**src/usba_map.svh**
```systemverilog
// Address map, field positions, reset values and timing counts
// for the shadow character access block. Definitions only.
`ifndef USBA_MAP_SVH
`define USBA_MAP_SVH

// Sixteen aliased word slots; slot 13 and slot 14 sit at the printed places
`define USBA_SLOT_BASE     32'h5000_1130
`define USBA_SLOT13_ADDR   32'h5000_1164
`define USBA_SLOT14_ADDR   32'h5000_1168
`define USBA_SLOT_SPAN     32'h0000_0040
`define USBA_SLOT_RESET    32'h0000_0000

`define USBA_CTRL_ADDR     32'h5000_1180
`define USBA_LINE_ADDR     32'h5000_1184
`define USBA_IRQ_STAT_ADDR 32'h5000_1188
`define USBA_IRQ_MASK_ADDR 32'h5000_118C

// Queue control register fields
`define USBA_CTRL_QEN      0
`define USBA_CTRL_IRMODE   1
// Line state register fields
`define USBA_LINE_AVAIL    0
`define USBA_LINE_OVERRUN  1
`define USBA_LINE_HEMPTY   5
// Interrupt status and mask fields
`define USBA_IRQ_RX        0
`define USBA_IRQ_OVERRUN   1
`define USBA_IRQ_HEMPTY    2
`define USBA_IRQ_BITS      3

`define USBA_FIFO_DEPTH    16
`define USBA_BIT_CLKS      8
`define USBA_IR_PULSE_CLKS 2
`define USBA_FRAME_LAST    4'h9

`define USBA_RESP_OKAY     2'h0
`define USBA_RESP_DECERR   2'h3

`endif

```
**src/usba_pkg.sv**
```systemverilog
// Types shared by the shadow character access block.
// Assumes nothing of its surroundings.
package usba_pkg;

  typedef logic [7:0] usba_char_t;

  typedef enum logic {
    USBA_TX_IDLE,
    USBA_TX_SHIFT
  } usba_tx_e;

  typedef enum logic {
    USBA_RX_IDLE,
    USBA_RX_SHIFT
  } usba_rx_e;

endpackage

```
**src/usba_char_fifo.sv**
```systemverilog
// Character queue used for both receive and transmit directions.
// Assumes one clock and a synchronous active-high reset.
`timescale 1ns/1ns
module usba_char_fifo
  import usba_pkg::*;
#(
  parameter int WIDTH = 8,
  parameter int DEPTH = 16,
  localparam int AW   = $clog2(DEPTH),
  localparam int LW   = $clog2(DEPTH + 1)
) (
  input  wire logic             clk,
  input  wire logic             rst,
  input  wire logic             flush,
  input  wire logic             pushValid,
  input  wire logic [WIDTH-1:0] pushData,
  output logic                  pushReady,
  output logic                  popValid,
  output logic [WIDTH-1:0]      popData,
  input  wire logic             popReady,
  output logic [LW-1:0]         level
);

  typedef struct packed {
    logic [DEPTH-1:0][WIDTH-1:0] mem;
    logic [AW-1:0]               wrPtr;
    logic [AW-1:0]               rdPtr;
    logic [LW-1:0]               level;
  } usba_fifo_s;

  usba_fifo_s fifo_reg;
  usba_fifo_s fifo_next;
  logic       doPush;
  logic       doPop;

  // A push while full is simply not taken, so the contents stay intact
  assign pushReady = fifo_reg.level != LW'(DEPTH);
  assign popValid  = fifo_reg.level != '0;
  assign popData   = fifo_reg.mem[fifo_reg.rdPtr];
  assign level     = fifo_reg.level;
  assign doPush    = pushValid && pushReady;
  assign doPop     = popReady && popValid;

  always_comb begin
    fifo_next = fifo_reg;
    if (flush) begin
      fifo_next.wrPtr = '0;
      fifo_next.rdPtr = '0;
      fifo_next.level = '0;
    end else begin
      if (doPush) begin
        fifo_next.mem[fifo_reg.wrPtr] = pushData;
        fifo_next.wrPtr = (fifo_reg.wrPtr == AW'(DEPTH - 1)) ? '0
                        : fifo_reg.wrPtr + 1'b1;
      end
      if (doPop) begin
        fifo_next.rdPtr = (fifo_reg.rdPtr == AW'(DEPTH - 1)) ? '0
                        : fifo_reg.rdPtr + 1'b1;
      end
      fifo_next.level = fifo_reg.level + LW'(doPush) - LW'(doPop);
    end
  end

  always_ff @(posedge clk) begin
    if (rst) begin
      fifo_reg <= '0;
    end else begin
      fifo_reg <= fifo_next;
    end
  end

endmodule

```
**src/usba_shadow_access.sv**
```systemverilog
// Shadow receive/transmit character access over AXI4-Lite, with a
// minimal serial and infrared line engine and optional character queues.
// Assumes one 125 MHz clock, synchronous inputs and a synchronous reset.
// Functional notes
// Sixteen word slots alias one character path
// Slot read returns received character in 7:0
// Software trusts data only while available flag set
// Queues off: new character overwrites, overrun flagged
// Queues on: slot read returns receive queue head
// Receive queue full: drop new character, overrun
// Written characters leave on serial or infrared line
// Software writes only while holding-empty flag set
// Queues off: a write clears holding-empty flag
// Queues off: later write replaces held character
// Queues on: accept writes up to queue depth
// Write into full transmit queue is discarded
// Every slot access moves exactly one character; a slot write with wStrb[0] clear moves none
//
// Register access over AXI4-Lite was left to the implementer.
`timescale 1ns/1ns
`include "usba_map.svh"
module usba_shadow_access
  import usba_pkg::*;
#(
  parameter int DEPTH    = `USBA_FIFO_DEPTH,
  parameter int BIT_CLKS = `USBA_BIT_CLKS,
  localparam int LW      = $clog2(DEPTH + 1)
) (
  input  wire logic        sys_clk,
  input  wire logic        sys_rst,
  input  wire logic [31:0] s_axi_awaddr,
  input  wire logic        s_axi_awvalid,
  output logic             s_axi_awready,
  input  wire logic [31:0] s_axi_wdata,
  input  wire logic [3:0]  s_axi_wstrb,
  input  wire logic        s_axi_wvalid,
  output logic             s_axi_wready,
  output logic [1:0]       s_axi_bresp,
  output logic             s_axi_bvalid,
  input  wire logic        s_axi_bready,
  input  wire logic [31:0] s_axi_araddr,
  input  wire logic        s_axi_arvalid,
  output logic             s_axi_arready,
  output logic [31:0]      s_axi_rdata,
  output logic [1:0]       s_axi_rresp,
  output logic             s_axi_rvalid,
  input  wire logic        s_axi_rready,
  input  wire logic        serIn,
  input  wire logic        sirIn,
  output logic             serOut,
  output logic             sirOutN,
  output logic             irq
);

  localparam logic [15:0] BIT_LAST  = 16'(BIT_CLKS - 1);
  localparam logic [15:0] HALF_LAST = 16'(BIT_CLKS / 2 - 1);
  localparam logic [15:0] IR_EDGE   = 16'(BIT_CLKS - `USBA_IR_PULSE_CLKS);

  typedef struct packed {
    usba_tx_e                  txState;
    logic [9:0]                txFrame;
    logic [3:0]                txBits;
    logic [15:0]               txCnt;
    usba_rx_e                  rxState;
    usba_char_t                rxShift;
    logic [3:0]                rxBits;
    logic [15:0]               rxCnt;
    usba_char_t                rxHold;
    logic                      rxHoldValid;
    usba_char_t                txHold;
    logic                      txHoldFull;
    logic                      queueEn;
    logic                      irMode;
    logic                      overrun;
    logic                      heLast;
    logic [`USBA_IRQ_BITS-1:0] irqStat;
    logic [`USBA_IRQ_BITS-1:0] irqMask;
    logic                      awHeld;
    logic [31:0]               awAddr;
    logic                      wHeld;
    logic [31:0]               wData;
    logic [3:0]                wStrb;
    logic                      awReady;
    logic                      wReady;
    logic                      bValid;
    logic [1:0]                bResp;
    logic                      arReady;
    logic                      rValid;
    logic [31:0]               rData;
    logic [1:0]                rResp;
    logic                      serOut;
    logic                      sirOutN;
    logic                      irq;
  } usba_state_s;

  usba_state_s st_reg;
  usba_state_s st_next;

  logic             rdTake;
  logic             rdSlot;
  logic             wrDo;
  logic             wrSlot;
  logic             rxDone;
  logic             rxLine;
  logic             heFlag;
  logic             charAvail;
  logic             flush;
  logic             rxPush;
  logic             rxPop;
  logic             txPush;
  logic             txPop;
  logic             rxqReady;
  logic             rxqValid;
  usba_char_t       rxqData;
  logic             txqReady;
  logic             txqValid;
  usba_char_t       txqData;
  logic [LW-1:0]    rxqLevel;
  logic [LW-1:0]    txqLevel;

  function automatic logic slotHit(input logic [31:0] addr);
    slotHit = (addr - `USBA_SLOT_BASE) < `USBA_SLOT_SPAN;
  endfunction

  assign rdTake = s_axi_arvalid && st_reg.arReady;
  assign rdSlot = rdTake && slotHit(s_axi_araddr);
  assign wrDo   = st_reg.awHeld && st_reg.wHeld && !st_reg.bValid;
  assign wrSlot = wrDo && slotHit(st_reg.awAddr) && st_reg.wStrb[0];
  assign rxLine = st_reg.irMode ? !sirIn : serIn;
  assign rxDone = st_reg.rxState == USBA_RX_SHIFT && st_reg.rxCnt == '0
               && st_reg.rxBits == `USBA_FRAME_LAST;
  assign charAvail = st_reg.queueEn ? rxqValid : st_reg.rxHoldValid;
  assign heFlag = st_reg.queueEn ? !txqValid : !st_reg.txHoldFull;
  // Switching queue mode drops queued characters, as a stale mix is useless
  assign flush  = wrDo && st_reg.awAddr == `USBA_CTRL_ADDR && st_reg.wStrb[0]
               && st_reg.wData[`USBA_CTRL_QEN] != st_reg.queueEn;
  assign rxPush = rxDone && st_reg.queueEn;
  assign rxPop  = rdSlot && st_reg.queueEn;
  assign txPush = wrSlot && st_reg.queueEn;
  assign txPop  = st_reg.txState == USBA_TX_IDLE && st_reg.queueEn;

  usba_char_fifo #(.WIDTH(8), .DEPTH(DEPTH)) rxQueue (
    .clk       (sys_clk),
    .rst       (sys_rst),
    .flush     (flush),
    .pushValid (rxPush),
    .pushData  (st_reg.rxShift),
    .pushReady (rxqReady),
    .popValid  (rxqValid),
    .popData   (rxqData),
    .popReady  (rxPop),
    .level     (rxqLevel)
  );

  usba_char_fifo #(.WIDTH(8), .DEPTH(DEPTH)) txQueue (
    .clk       (sys_clk),
    .rst       (sys_rst),
    .flush     (flush),
    .pushValid (txPush),
    .pushData  (st_reg.wData[7:0]),
    .pushReady (txqReady),
    .popValid  (txqValid),
    .popData   (txqData),
    .popReady  (txPop),
    .level     (txqLevel)
  );

  always_comb begin
    logic [`USBA_IRQ_BITS-1:0] ev;
    logic                      txAvail;
    ev = '0;
    txAvail = st_reg.queueEn ? txqValid : st_reg.txHoldFull;
    st_next = st_reg;

    // Transmit engine: start bit, eight data bits, stop bit
    unique case (st_reg.txState)
      USBA_TX_IDLE: begin
        if (txAvail) begin
          st_next.txFrame = {1'b1,
                             st_reg.queueEn ? txqData : st_reg.txHold,
                             1'b0};
          st_next.txBits  = '0;
          st_next.txCnt   = BIT_LAST;
          st_next.txState = USBA_TX_SHIFT;
          if (!st_reg.queueEn) begin
            st_next.txHoldFull = 1'b0;
          end
        end
      end
      USBA_TX_SHIFT: begin
        if (st_reg.txCnt != '0) begin
          st_next.txCnt = st_reg.txCnt - 16'h0001;
        end else if (st_reg.txBits == `USBA_FRAME_LAST) begin
          st_next.txState = USBA_TX_IDLE;
        end else begin
          st_next.txFrame = {1'b1, st_reg.txFrame[9:1]};
          st_next.txBits  = st_reg.txBits + 4'h1;
          st_next.txCnt   = BIT_LAST;
        end
      end
    endcase
    // Infrared zero bits are a short low pulse at the start of the bit
    st_next.serOut  = st_reg.irMode
                   || st_next.txState == USBA_TX_IDLE
                   || st_next.txFrame[0];
    st_next.sirOutN = !(st_reg.irMode && st_next.txState == USBA_TX_SHIFT
                     && !st_next.txFrame[0]
                     && st_next.txCnt >= IR_EDGE);

    // Receive engine samples mid-bit; stop bit value is not checked
    unique case (st_reg.rxState)
      USBA_RX_IDLE: begin
        if (!rxLine) begin
          st_next.rxState = USBA_RX_SHIFT;
          st_next.rxBits  = '0;
          st_next.rxCnt   = HALF_LAST;
        end
      end
      USBA_RX_SHIFT: begin
        if (st_reg.rxCnt != '0) begin
          st_next.rxCnt = st_reg.rxCnt - 16'h0001;
        end else if (rxDone) begin
          st_next.rxState = USBA_RX_IDLE;
        end else if (st_reg.rxBits == '0 && rxLine) begin
          st_next.rxState = USBA_RX_IDLE;
        end else begin
          if (st_reg.rxBits != '0) begin
            st_next.rxShift = {rxLine, st_reg.rxShift[7:1]};
          end
          st_next.rxBits = st_reg.rxBits + 4'h1;
          st_next.rxCnt  = BIT_LAST;
        end
      end
    endcase

    // Read channel
    if (rdTake) begin
      st_next.arReady = 1'b0;
      st_next.rValid  = 1'b1;
      st_next.rResp   = `USBA_RESP_OKAY;
      st_next.rData   = '0;
      if (rdSlot) begin
        if (st_reg.queueEn) begin
          st_next.rData[7:0] = rxqData;
        end else begin
          st_next.rData[7:0] = st_reg.rxHold;
          st_next.rxHoldValid = 1'b0;
        end
      end else if (s_axi_araddr == `USBA_CTRL_ADDR) begin
        st_next.rData[`USBA_CTRL_QEN]    = st_reg.queueEn;
        st_next.rData[`USBA_CTRL_IRMODE] = st_reg.irMode;
      end else if (s_axi_araddr == `USBA_LINE_ADDR) begin
        st_next.rData[`USBA_LINE_AVAIL]   = charAvail;
        st_next.rData[`USBA_LINE_OVERRUN] = st_reg.overrun;
        st_next.rData[`USBA_LINE_HEMPTY]  = heFlag;
        st_next.overrun = 1'b0;
      end else if (s_axi_araddr == `USBA_IRQ_STAT_ADDR) begin
        st_next.rData[`USBA_IRQ_BITS-1:0] = st_reg.irqStat;
        st_next.irqStat = '0;
      end else if (s_axi_araddr == `USBA_IRQ_MASK_ADDR) begin
        st_next.rData[`USBA_IRQ_BITS-1:0] = st_reg.irqMask;
      end else begin
        st_next.rResp = `USBA_RESP_DECERR;
      end
    end else if (st_reg.rValid && s_axi_rready) begin
      st_next.rValid  = 1'b0;
      st_next.arReady = 1'b1;
    end

    // Arrival handling comes after the read so a same-cycle event wins
    if (rxDone) begin
      if (st_reg.queueEn) begin
        if (rxqReady) begin
          ev[`USBA_IRQ_RX] = 1'b1;
        end else begin
          ev[`USBA_IRQ_OVERRUN] = 1'b1;
        end
      end else begin
        ev[`USBA_IRQ_RX] = 1'b1;
        ev[`USBA_IRQ_OVERRUN] = st_reg.rxHoldValid && !rdSlot;
        st_next.rxHold = st_reg.rxShift;
        st_next.rxHoldValid = 1'b1;
      end
    end

    // Write channel: address and data taken in either order
    if (s_axi_awvalid && st_reg.awReady) begin
      st_next.awHeld  = 1'b1;
      st_next.awAddr  = s_axi_awaddr;
      st_next.awReady = 1'b0;
    end
    if (s_axi_wvalid && st_reg.wReady) begin
      st_next.wHeld  = 1'b1;
      st_next.wData  = s_axi_wdata;
      st_next.wStrb  = s_axi_wstrb;
      st_next.wReady = 1'b0;
    end
    if (wrDo) begin
      st_next.awHeld = 1'b0;
      st_next.wHeld  = 1'b0;
      st_next.bValid = 1'b1;
      st_next.bResp  = `USBA_RESP_OKAY;
      if (slotHit(st_reg.awAddr)) begin
        if (st_reg.wStrb[0] && !st_reg.queueEn) begin
          st_next.txHold     = st_reg.wData[7:0];
          st_next.txHoldFull = 1'b1;
        end
      end else if (st_reg.awAddr == `USBA_CTRL_ADDR) begin
        if (st_reg.wStrb[0]) begin
          st_next.queueEn = st_reg.wData[`USBA_CTRL_QEN];
          st_next.irMode  = st_reg.wData[`USBA_CTRL_IRMODE];
        end
      end else if (st_reg.awAddr == `USBA_IRQ_MASK_ADDR) begin
        if (st_reg.wStrb[0]) begin
          st_next.irqMask = st_reg.wData[`USBA_IRQ_BITS-1:0];
        end
      end else if (st_reg.awAddr != `USBA_LINE_ADDR
                && st_reg.awAddr != `USBA_IRQ_STAT_ADDR) begin
        st_next.bResp = `USBA_RESP_DECERR;
      end
    end else if (st_reg.bValid && s_axi_bready) begin
      st_next.bValid  = 1'b0;
      st_next.awReady = 1'b1;
      st_next.wReady  = 1'b1;
    end

    // Sticky status: events set over a read-clear in the same cycle
    ev[`USBA_IRQ_HEMPTY] = heFlag && !st_reg.heLast;
    st_next.heLast  = heFlag;
    st_next.overrun = st_next.overrun | ev[`USBA_IRQ_OVERRUN];
    st_next.irqStat = st_next.irqStat | ev;
    st_next.irq     = |(st_next.irqStat & st_next.irqMask);
  end

  always_ff @(posedge sys_clk) begin
    if (sys_rst) begin
      st_reg         <= '0;
      st_reg.heLast  <= 1'b1;
      st_reg.awReady <= 1'b1;
      st_reg.wReady  <= 1'b1;
      st_reg.arReady <= 1'b1;
      st_reg.serOut  <= 1'b1;
      st_reg.sirOutN <= 1'b1;
    end else begin
      st_reg <= st_next;
    end
  end

  assign s_axi_awready = st_reg.awReady;
  assign s_axi_wready  = st_reg.wReady;
  assign s_axi_bvalid  = st_reg.bValid;
  assign s_axi_bresp   = st_reg.bResp;
  assign s_axi_arready = st_reg.arReady;
  assign s_axi_rvalid  = st_reg.rValid;
  assign s_axi_rdata   = st_reg.rData;
  assign s_axi_rresp   = st_reg.rResp;
  assign serOut        = st_reg.serOut;
  assign sirOutN       = st_reg.sirOutN;
  assign irq           = st_reg.irq;
endmodule

```
**config.mk**
```make
export PLATFORM = sky130hd
export DESIGN_NAME = usba_shadow_access
export DESIGN_NICKNAME = d
export VERILOG_FILES = /design/src/usba_pkg.sv /design/src/usba_char_fifo.sv /design/src/usba_shadow_access.sv
export VERILOG_INCLUDE_DIRS = /design/src
export SDC_FILE = /design/constraint.sdc
export NUM_CORES = 1
export LEC_CHECK = 0
export BUFFER_PORTS_ARGS = -buffer_cell sky130_fd_sc_hd__buf_2
export CAP_MARGIN = 20
export CORE_ASPECT_RATIO = 1.75
export CORE_MARGIN = 5
export CORE_UTILIZATION = 31
export CTS_CLUSTER_SIZE = 25
export DETAILED_ROUTE_END_ITERATION = 16
export PLACE_DENSITY_LB_ADDON = 0.08
export SYNTH_ARGS = -nofsm -noshare
export SYNTH_HDL_FRONTEND = slang
export SYNTH_SLANG_ARGS = --single-unit
```
**constraint.sdc**
```tcl
create_clock -name sys_clk -period 4.5 [get_ports sys_clk]
set_clock_uncertainty 0.1 [all_clocks]
set_input_delay 0.9 -clock sys_clk [delete_from_list [all_inputs] [get_ports sys_clk]]
set_output_delay 0.9 -clock sys_clk [all_outputs]
set_load 0.05 [all_outputs]
```
==> results of run 1 <==
==> layer usage <==
layer,global-route usage,share of wire
met2,0.329,0.56
met1,0.174,0.37
met4,0.0532,0.031
met3,0.0263,0.036
met5,0,0.00028
==> worst register-to-register path, stage by stage, from the launching register on <==
cell      delay, ns
dfxtp_1        0.35
inv_1          0.07
ha_1           0.21
nor4b_1        0.47
nand4b_4       0.30
nor4_4         0.52
and2_1         0.42
nand4_1        0.53
nand2_1        0.23
a21oi_1        0.08
==> worst paths after layout <==
check / startpoint / endpoint / slack [ns] / cells after the start
max reg2reg: st_reg[142]$_SDFFE_PP0P_ / rxQueue.fifo_reg[109]$_SDFFE_PP0P_ / 1.08 / 9
max: s_axi_araddr[27] / rxQueue.level[4]$_SDFF_PP0_ / 0.53 / 19
min reg2reg: rxQueue.fifo_reg[119]$_SDFFE_PP0P_ / rxQueue.fifo_reg[119]$_SDFFE_PP0P_ / 0.35 / 2
min: rxQueue.fifo_reg[119]$_SDFFE_PP0P_ / rxQueue.fifo_reg[119]$_SDFFE_PP0P_ / 0.35 / 2
==> layout make-up <==
type	instances	area (µm²)	area share
diodes	1	2.50	0.000108
clock buffers	68	1410	0.0606
clock inverters	13	154	0.00664
inverters	56	210	0.00907
multi-input cells	1527	10800	0.464
flip-flops and latches	431	8630	0.373
well taps	882	1100	0.0476
repair buffers	149	908	0.0392
==> per-stage QoR <==
stage / cells / area (µm²) / worst slack (ns) / TNS [ns] / total power, mW
after floorplan: 2201 / 20500 / 0.179 / 0 / 4.88
after global placement: 3044 / 21600 / -0.185 / -0.187 / 5.14
after detailed placement: 3044 / 21600 / -0.0859 / -0.0859 / 5.15
after CTS: 3125 / 23100 / 0.536 / 0 / 9.18
after global routing: 3126 / 23200 / 0.268 / 0 / 9.42
final: 3127 / 23200 / 0.525 / 0 / 9.01
==> synthesized netlist by cell type (8+ instances only) <==
master	n	share of area
mux2_2	8	0.0044
and4_1	12	0.0052
o21ai_0	30	0.0074
nand3_1	29	0.0071
xor2_1	15	0.0064
buf_4	39	0.014
or3_1	11	0.0034
nand4_2	8	0.0049
mux4_2	81	0.089
nand4_4	10	0.010
nor4_1	14	0.0043
a31oi_1	13	0.0040
nor4b_1	8	0.0034
and3_1	9	0.0028
nor3_1	28	0.0069
clkbuf_1	99	0.018
nand4_1	22	0.0068
mux2i_1	225	0.11
ha_1	30	0.018
nand2_1	286	0.053
dfxtp_1	431	0.42
buf_2	34	0.0083
xnor2_1	13	0.0056
inv_1	54	0.0099
nor2b_1	8	0.0025
a221oi_1	10	0.0043
a21oi_1	171	0.042
nor2_1	319	0.059
buf_1	14	0.0026
and2_1	15	0.0046
==> power by group through the flow <==
stage | Combinational (mW) | Sequential [mW] | Clock, mW
after floorplan | 0.795 | 4.09 | 0
after global routing | 1.12 | 4.06 | 4.25
after global placement | 1.01 | 4.12 | 0
final | 1.01 | 4.04 | 3.96
after CTS | 1.03 | 4.04 | 4.11
after detailed placement | 1.02 | 4.13 | 0
==> kinds of logic after synthesis <==
kind of cell / share of synthesized area
fa+ha+maj: 0.0204
other cells: 0.000184
buf+inv: 0.0544
compound gates: 0.0877
simple gates: 0.198
xor+xnor: 0.0120
mux: 0.204
flops: 0.423
==> flow_summary.toml, run 1 <==
[routing]
drtIter0Drc = 827
antenna_left = 0
drcViolationCount = 0
routed_wl_um = 60200
routedWlPerCell_um = 19.2
dr.pass1.iters = 7
via_per_inst = 4.96
route.vias.total = 15519

[grt]
grt_max_degree = 123
globalRouteTotalUtil = 0.165
grt_pass1_vias = 15692
grt_overflow = 0
grt_pass1_wl_um = 92500
antenna_found_initial = 2

[floorplan]
start_util = 0.312
die_y_um = 349
core_area_um2 = 65300
die_w_um = 204
num_io_pins = 153
rows = 124
dieArea_um2 = 71200

[worst_hold_path]
worstHoldPathType = "register to register"

[clock_network]
htreeDepth = 2
cts_tree = "built"
clkLatencyLatePin_ns = 0.59
post_cts_buffers = 0
cts_sinks = 431
path_clk_slew_ns = 0.07
clock-root-buffer = "clkbuf_16"
cts.path.max_buffers = 3
hold_buffers = 0
cts.repair.resized = 0
cts_buffers = 47

[timing]
finalSetupViolations = 0
timing_max_transition_violations_final = 0
rsz0062_at_grt = "no"
hold_viol = 0
fmax_mhz = 252
hold_slack_ns = 0.348
timing.final.crit_share = 0.883
min_period_ns = 3.97
tightest_slew_ns = 0.986
slew-limit-headroom = 0.342

[power]
p_clk_frac = 0.439
p_int_mw = 6.62
p_switching_mw = 2.39
power_frac_seq = 0.448
combinationalPowerShare = 0.112
powerDensity_nw_per_um2 = 389
p_leak_nw = 9.59
swShare = 0.265
vdd_drop_max_mv = 0.296

[synth]
syn_area_um2 = 20400
async_flop_share = 0
synth_edf_count = 0
synth.distinct_cells = 88
ys_seq_area_frac = 0.423
synth_ff_type = "dfxtp_1"
syn_avg_cell_area_um2 = 9.36
yosysWarnings = 0
synthCells = 2178
ys_ff_latch = 431

[placement]
dp_hpwl_um = 43100
gp_congestion = 0.767
numPortBuffers = 101

[run_status]
status = "finished clean"

[finish]
drive_gt1_frac = 0.161
fillers = 6697
layout_commonest_cell = "dfxtp_1"
mostFrequentLayoutCells = "dfxtp_1, nor2_1, nand2_1"
layout.nets = 2353
syn_to_final_growth_pct = 13.6
final_util = 0.355

[setup_path]
worstSetupEndpointType = "register"
arrival_ns = 4.35
path_cells = "buf_2, nor4_1, buf_4, nand2_1, or4_1, or4_1, nor3_4, and3_1, ha_1, inv_1, ha_1, inv_1, fa_1, inv_1, a21oi_1, nor2_1, nor2_1, xnor2_1, nor2_1"
cp_data_required_time_ns = 4.87
crit_fanout = 2
max_stage_delay_ns = 0.54
worst_setup_path_start_kind = "input port"
path_class = "input port to register"
critical-path-slowest-cell = "or4_1"
cp_num_buf_inv = 5
crit_family = "simple AND/OR/NAND/NOR gates"

[flow_run]
max_cap_violations = 0
(Power assumes the default switching activity.)
==> run 2: changes to the inputs <==
Settings changed: CORE_UTILIZATION 31 to 45.
==> flow_summary.toml, run 2 (same netlist as run 1, synthesis figures left out) <==
[setup_path]
cp_data_required_time_ns = 4.84
crit_fanout = 2
arrival_ns = 4.30
worstSetupEndpointType = "register"
worst_setup_path_start_kind = "input port"
path_class = "input port to register"

[clock_network]
hold_buffers = 0
post_cts_buffers = 0
cts_sinks = 431
cts.path.max_buffers = 3
cts_tree = "built"
htreeDepth = 2
clock-root-buffer = "clkbuf_16"
cts.repair.resized = 0
path_clk_slew_ns = 0.06
clkLatencyLatePin_ns = 0.54
cts_buffers = 43

[power]
total_power_mw = 8.65
vdd_drop_max_mv = 0.487
p_leak_nw = 9.49
powerDensity_nw_per_um2 = 383

[grt]
grt_overflow = 0
antenna_found_initial = 0
grt_pass1_vias = 15582
grt_pass1_wl_um = 85200
grt_max_degree = 145
globalRouteTotalUtil = 0.213

[finish]
fin_cells = 2810
syn_to_final_growth_pct = 10.8
layout.nets = 2341
layout_commonest_cell = "dfxtp_1"
drive_gt1_frac = 0.157
mostFrequentLayoutCells = "dfxtp_1, nor2_1, nand2_1"
fillers = 4254
fin_area_um2 = 22600

[placement]
dp_hpwl_um = 39000
dp_cells = 2731
gp_congestion = 0.848
numPortBuffers = 101
place_area_um2 = 21100

[worst_hold_path]
worstHoldPathType = "register to register"

[timing]
hold_viol = 0
tightest_slew_ns = 0.985
fmax_mhz = 252
rsz0062_at_grt = "no"
timing.final.crit_share = 0.881
slew-limit-headroom = 0.343
fin_tns_setup_ns = 0
finalSetupViolations = 0
hold_slack_ns = 0.348
timing_max_transition_violations_final = 0
min_period_ns = 3.96

[floorplan]
die_w_um = 171
start_util = 0.453
dieArea_um2 = 49800
rows = 103
die_y_um = 292
num_io_pins = 153
core_area_um2 = 45000

[routing]
top_layer_used = "met4"
routed_wl_um = 54300
dr_wl_met2_um = 31600
dr.pass1.iters = 5
drt-met1-wl_um = 19500
routedWlPerCell_um = 19.3
route.vias.total = 15476
drtIter0Drc = 670
drcViolationCount = 0
via_per_inst = 5.51
antenna_left = 0
wl_met3_um = 1750

[flow_run]
max_cap_violations = 0

[run_status]
status = "finished clean"
-- run 2: path summary, 6_finish.rpt --
check	slack (ns)	depth (start not counted)	end	startpoint
worst min-delay path	0.35	2	rxQueue.fifo_reg[36]$_SDFFE_PP0P_	rxQueue.fifo_reg[36]$_SDFFE_PP0P_
worst min register to register	0.35	2	rxQueue.fifo_reg[36]$_SDFFE_PP0P_	rxQueue.fifo_reg[36]$_SDFFE_PP0P_
worst max-delay path	0.54	18	rxQueue.level[4]$_SDFF_PP0_	s_axi_araddr[21]
worst max register to register	0.84	9	rxQueue.fifo_reg[68]$_SDFFE_PP0P_	st_reg[142]$_SDFFE_PP0P_
-- run 2: per-stage QoR --
stage                util  worst slack, ns
finish              0.502            0.536
global route        0.502            0.316
CTS                 0.502            0.569
detailed placement  0.470         -0.00510
global placement    0.470          -0.0436
floorplan               -            0.179
-- run 2: routing by layer --
metal,up-vias,global-route usage
li1,7609,-
met1,7526,0.220
met2,270,0.432
met3,71,0.0257
met4,0,0.0654
met5,-,0
-- run 2: cell type report --
type | instances | area, µm² | share of cell area
timing repair buffer | 141 | 848 | 0.0376
sequential | 431 | 8630 | 0.382
clock inverter | 19 | 185 | 0.00820
multi-input combinational | 1527 | 10800 | 0.476
tap | 577 | 722 | 0.0320
clock buffer | 58 | 1230 | 0.0547
antenna | 1 | 2.50 | 0.000111
inverter | 56 | 210 | 0.00931
-- run 2: power breakdown --
group	internal, mW	switching (mW)
sequential	3.92	0.124
clock	2.10	1.52
combinational	0.369	0.605
-- run 2: worst max-delay path, stage by stage --
cell and delay (ns):
buf_2 0.10, nor4_1 0.43, nand2_1 0.13, or4_1 0.58, or4_1 0.54, nor3_4 0.14
and3_1 0.17, ha_1 0.23, inv_1 0.06, ha_1 0.15, inv_1 0.05, fa_1 0.38
inv_1 0.06, a21oi_1 0.06, nor2_1 0.09, nor2_1 0.05, xnor2_1 0.14, nor2_1 0.05
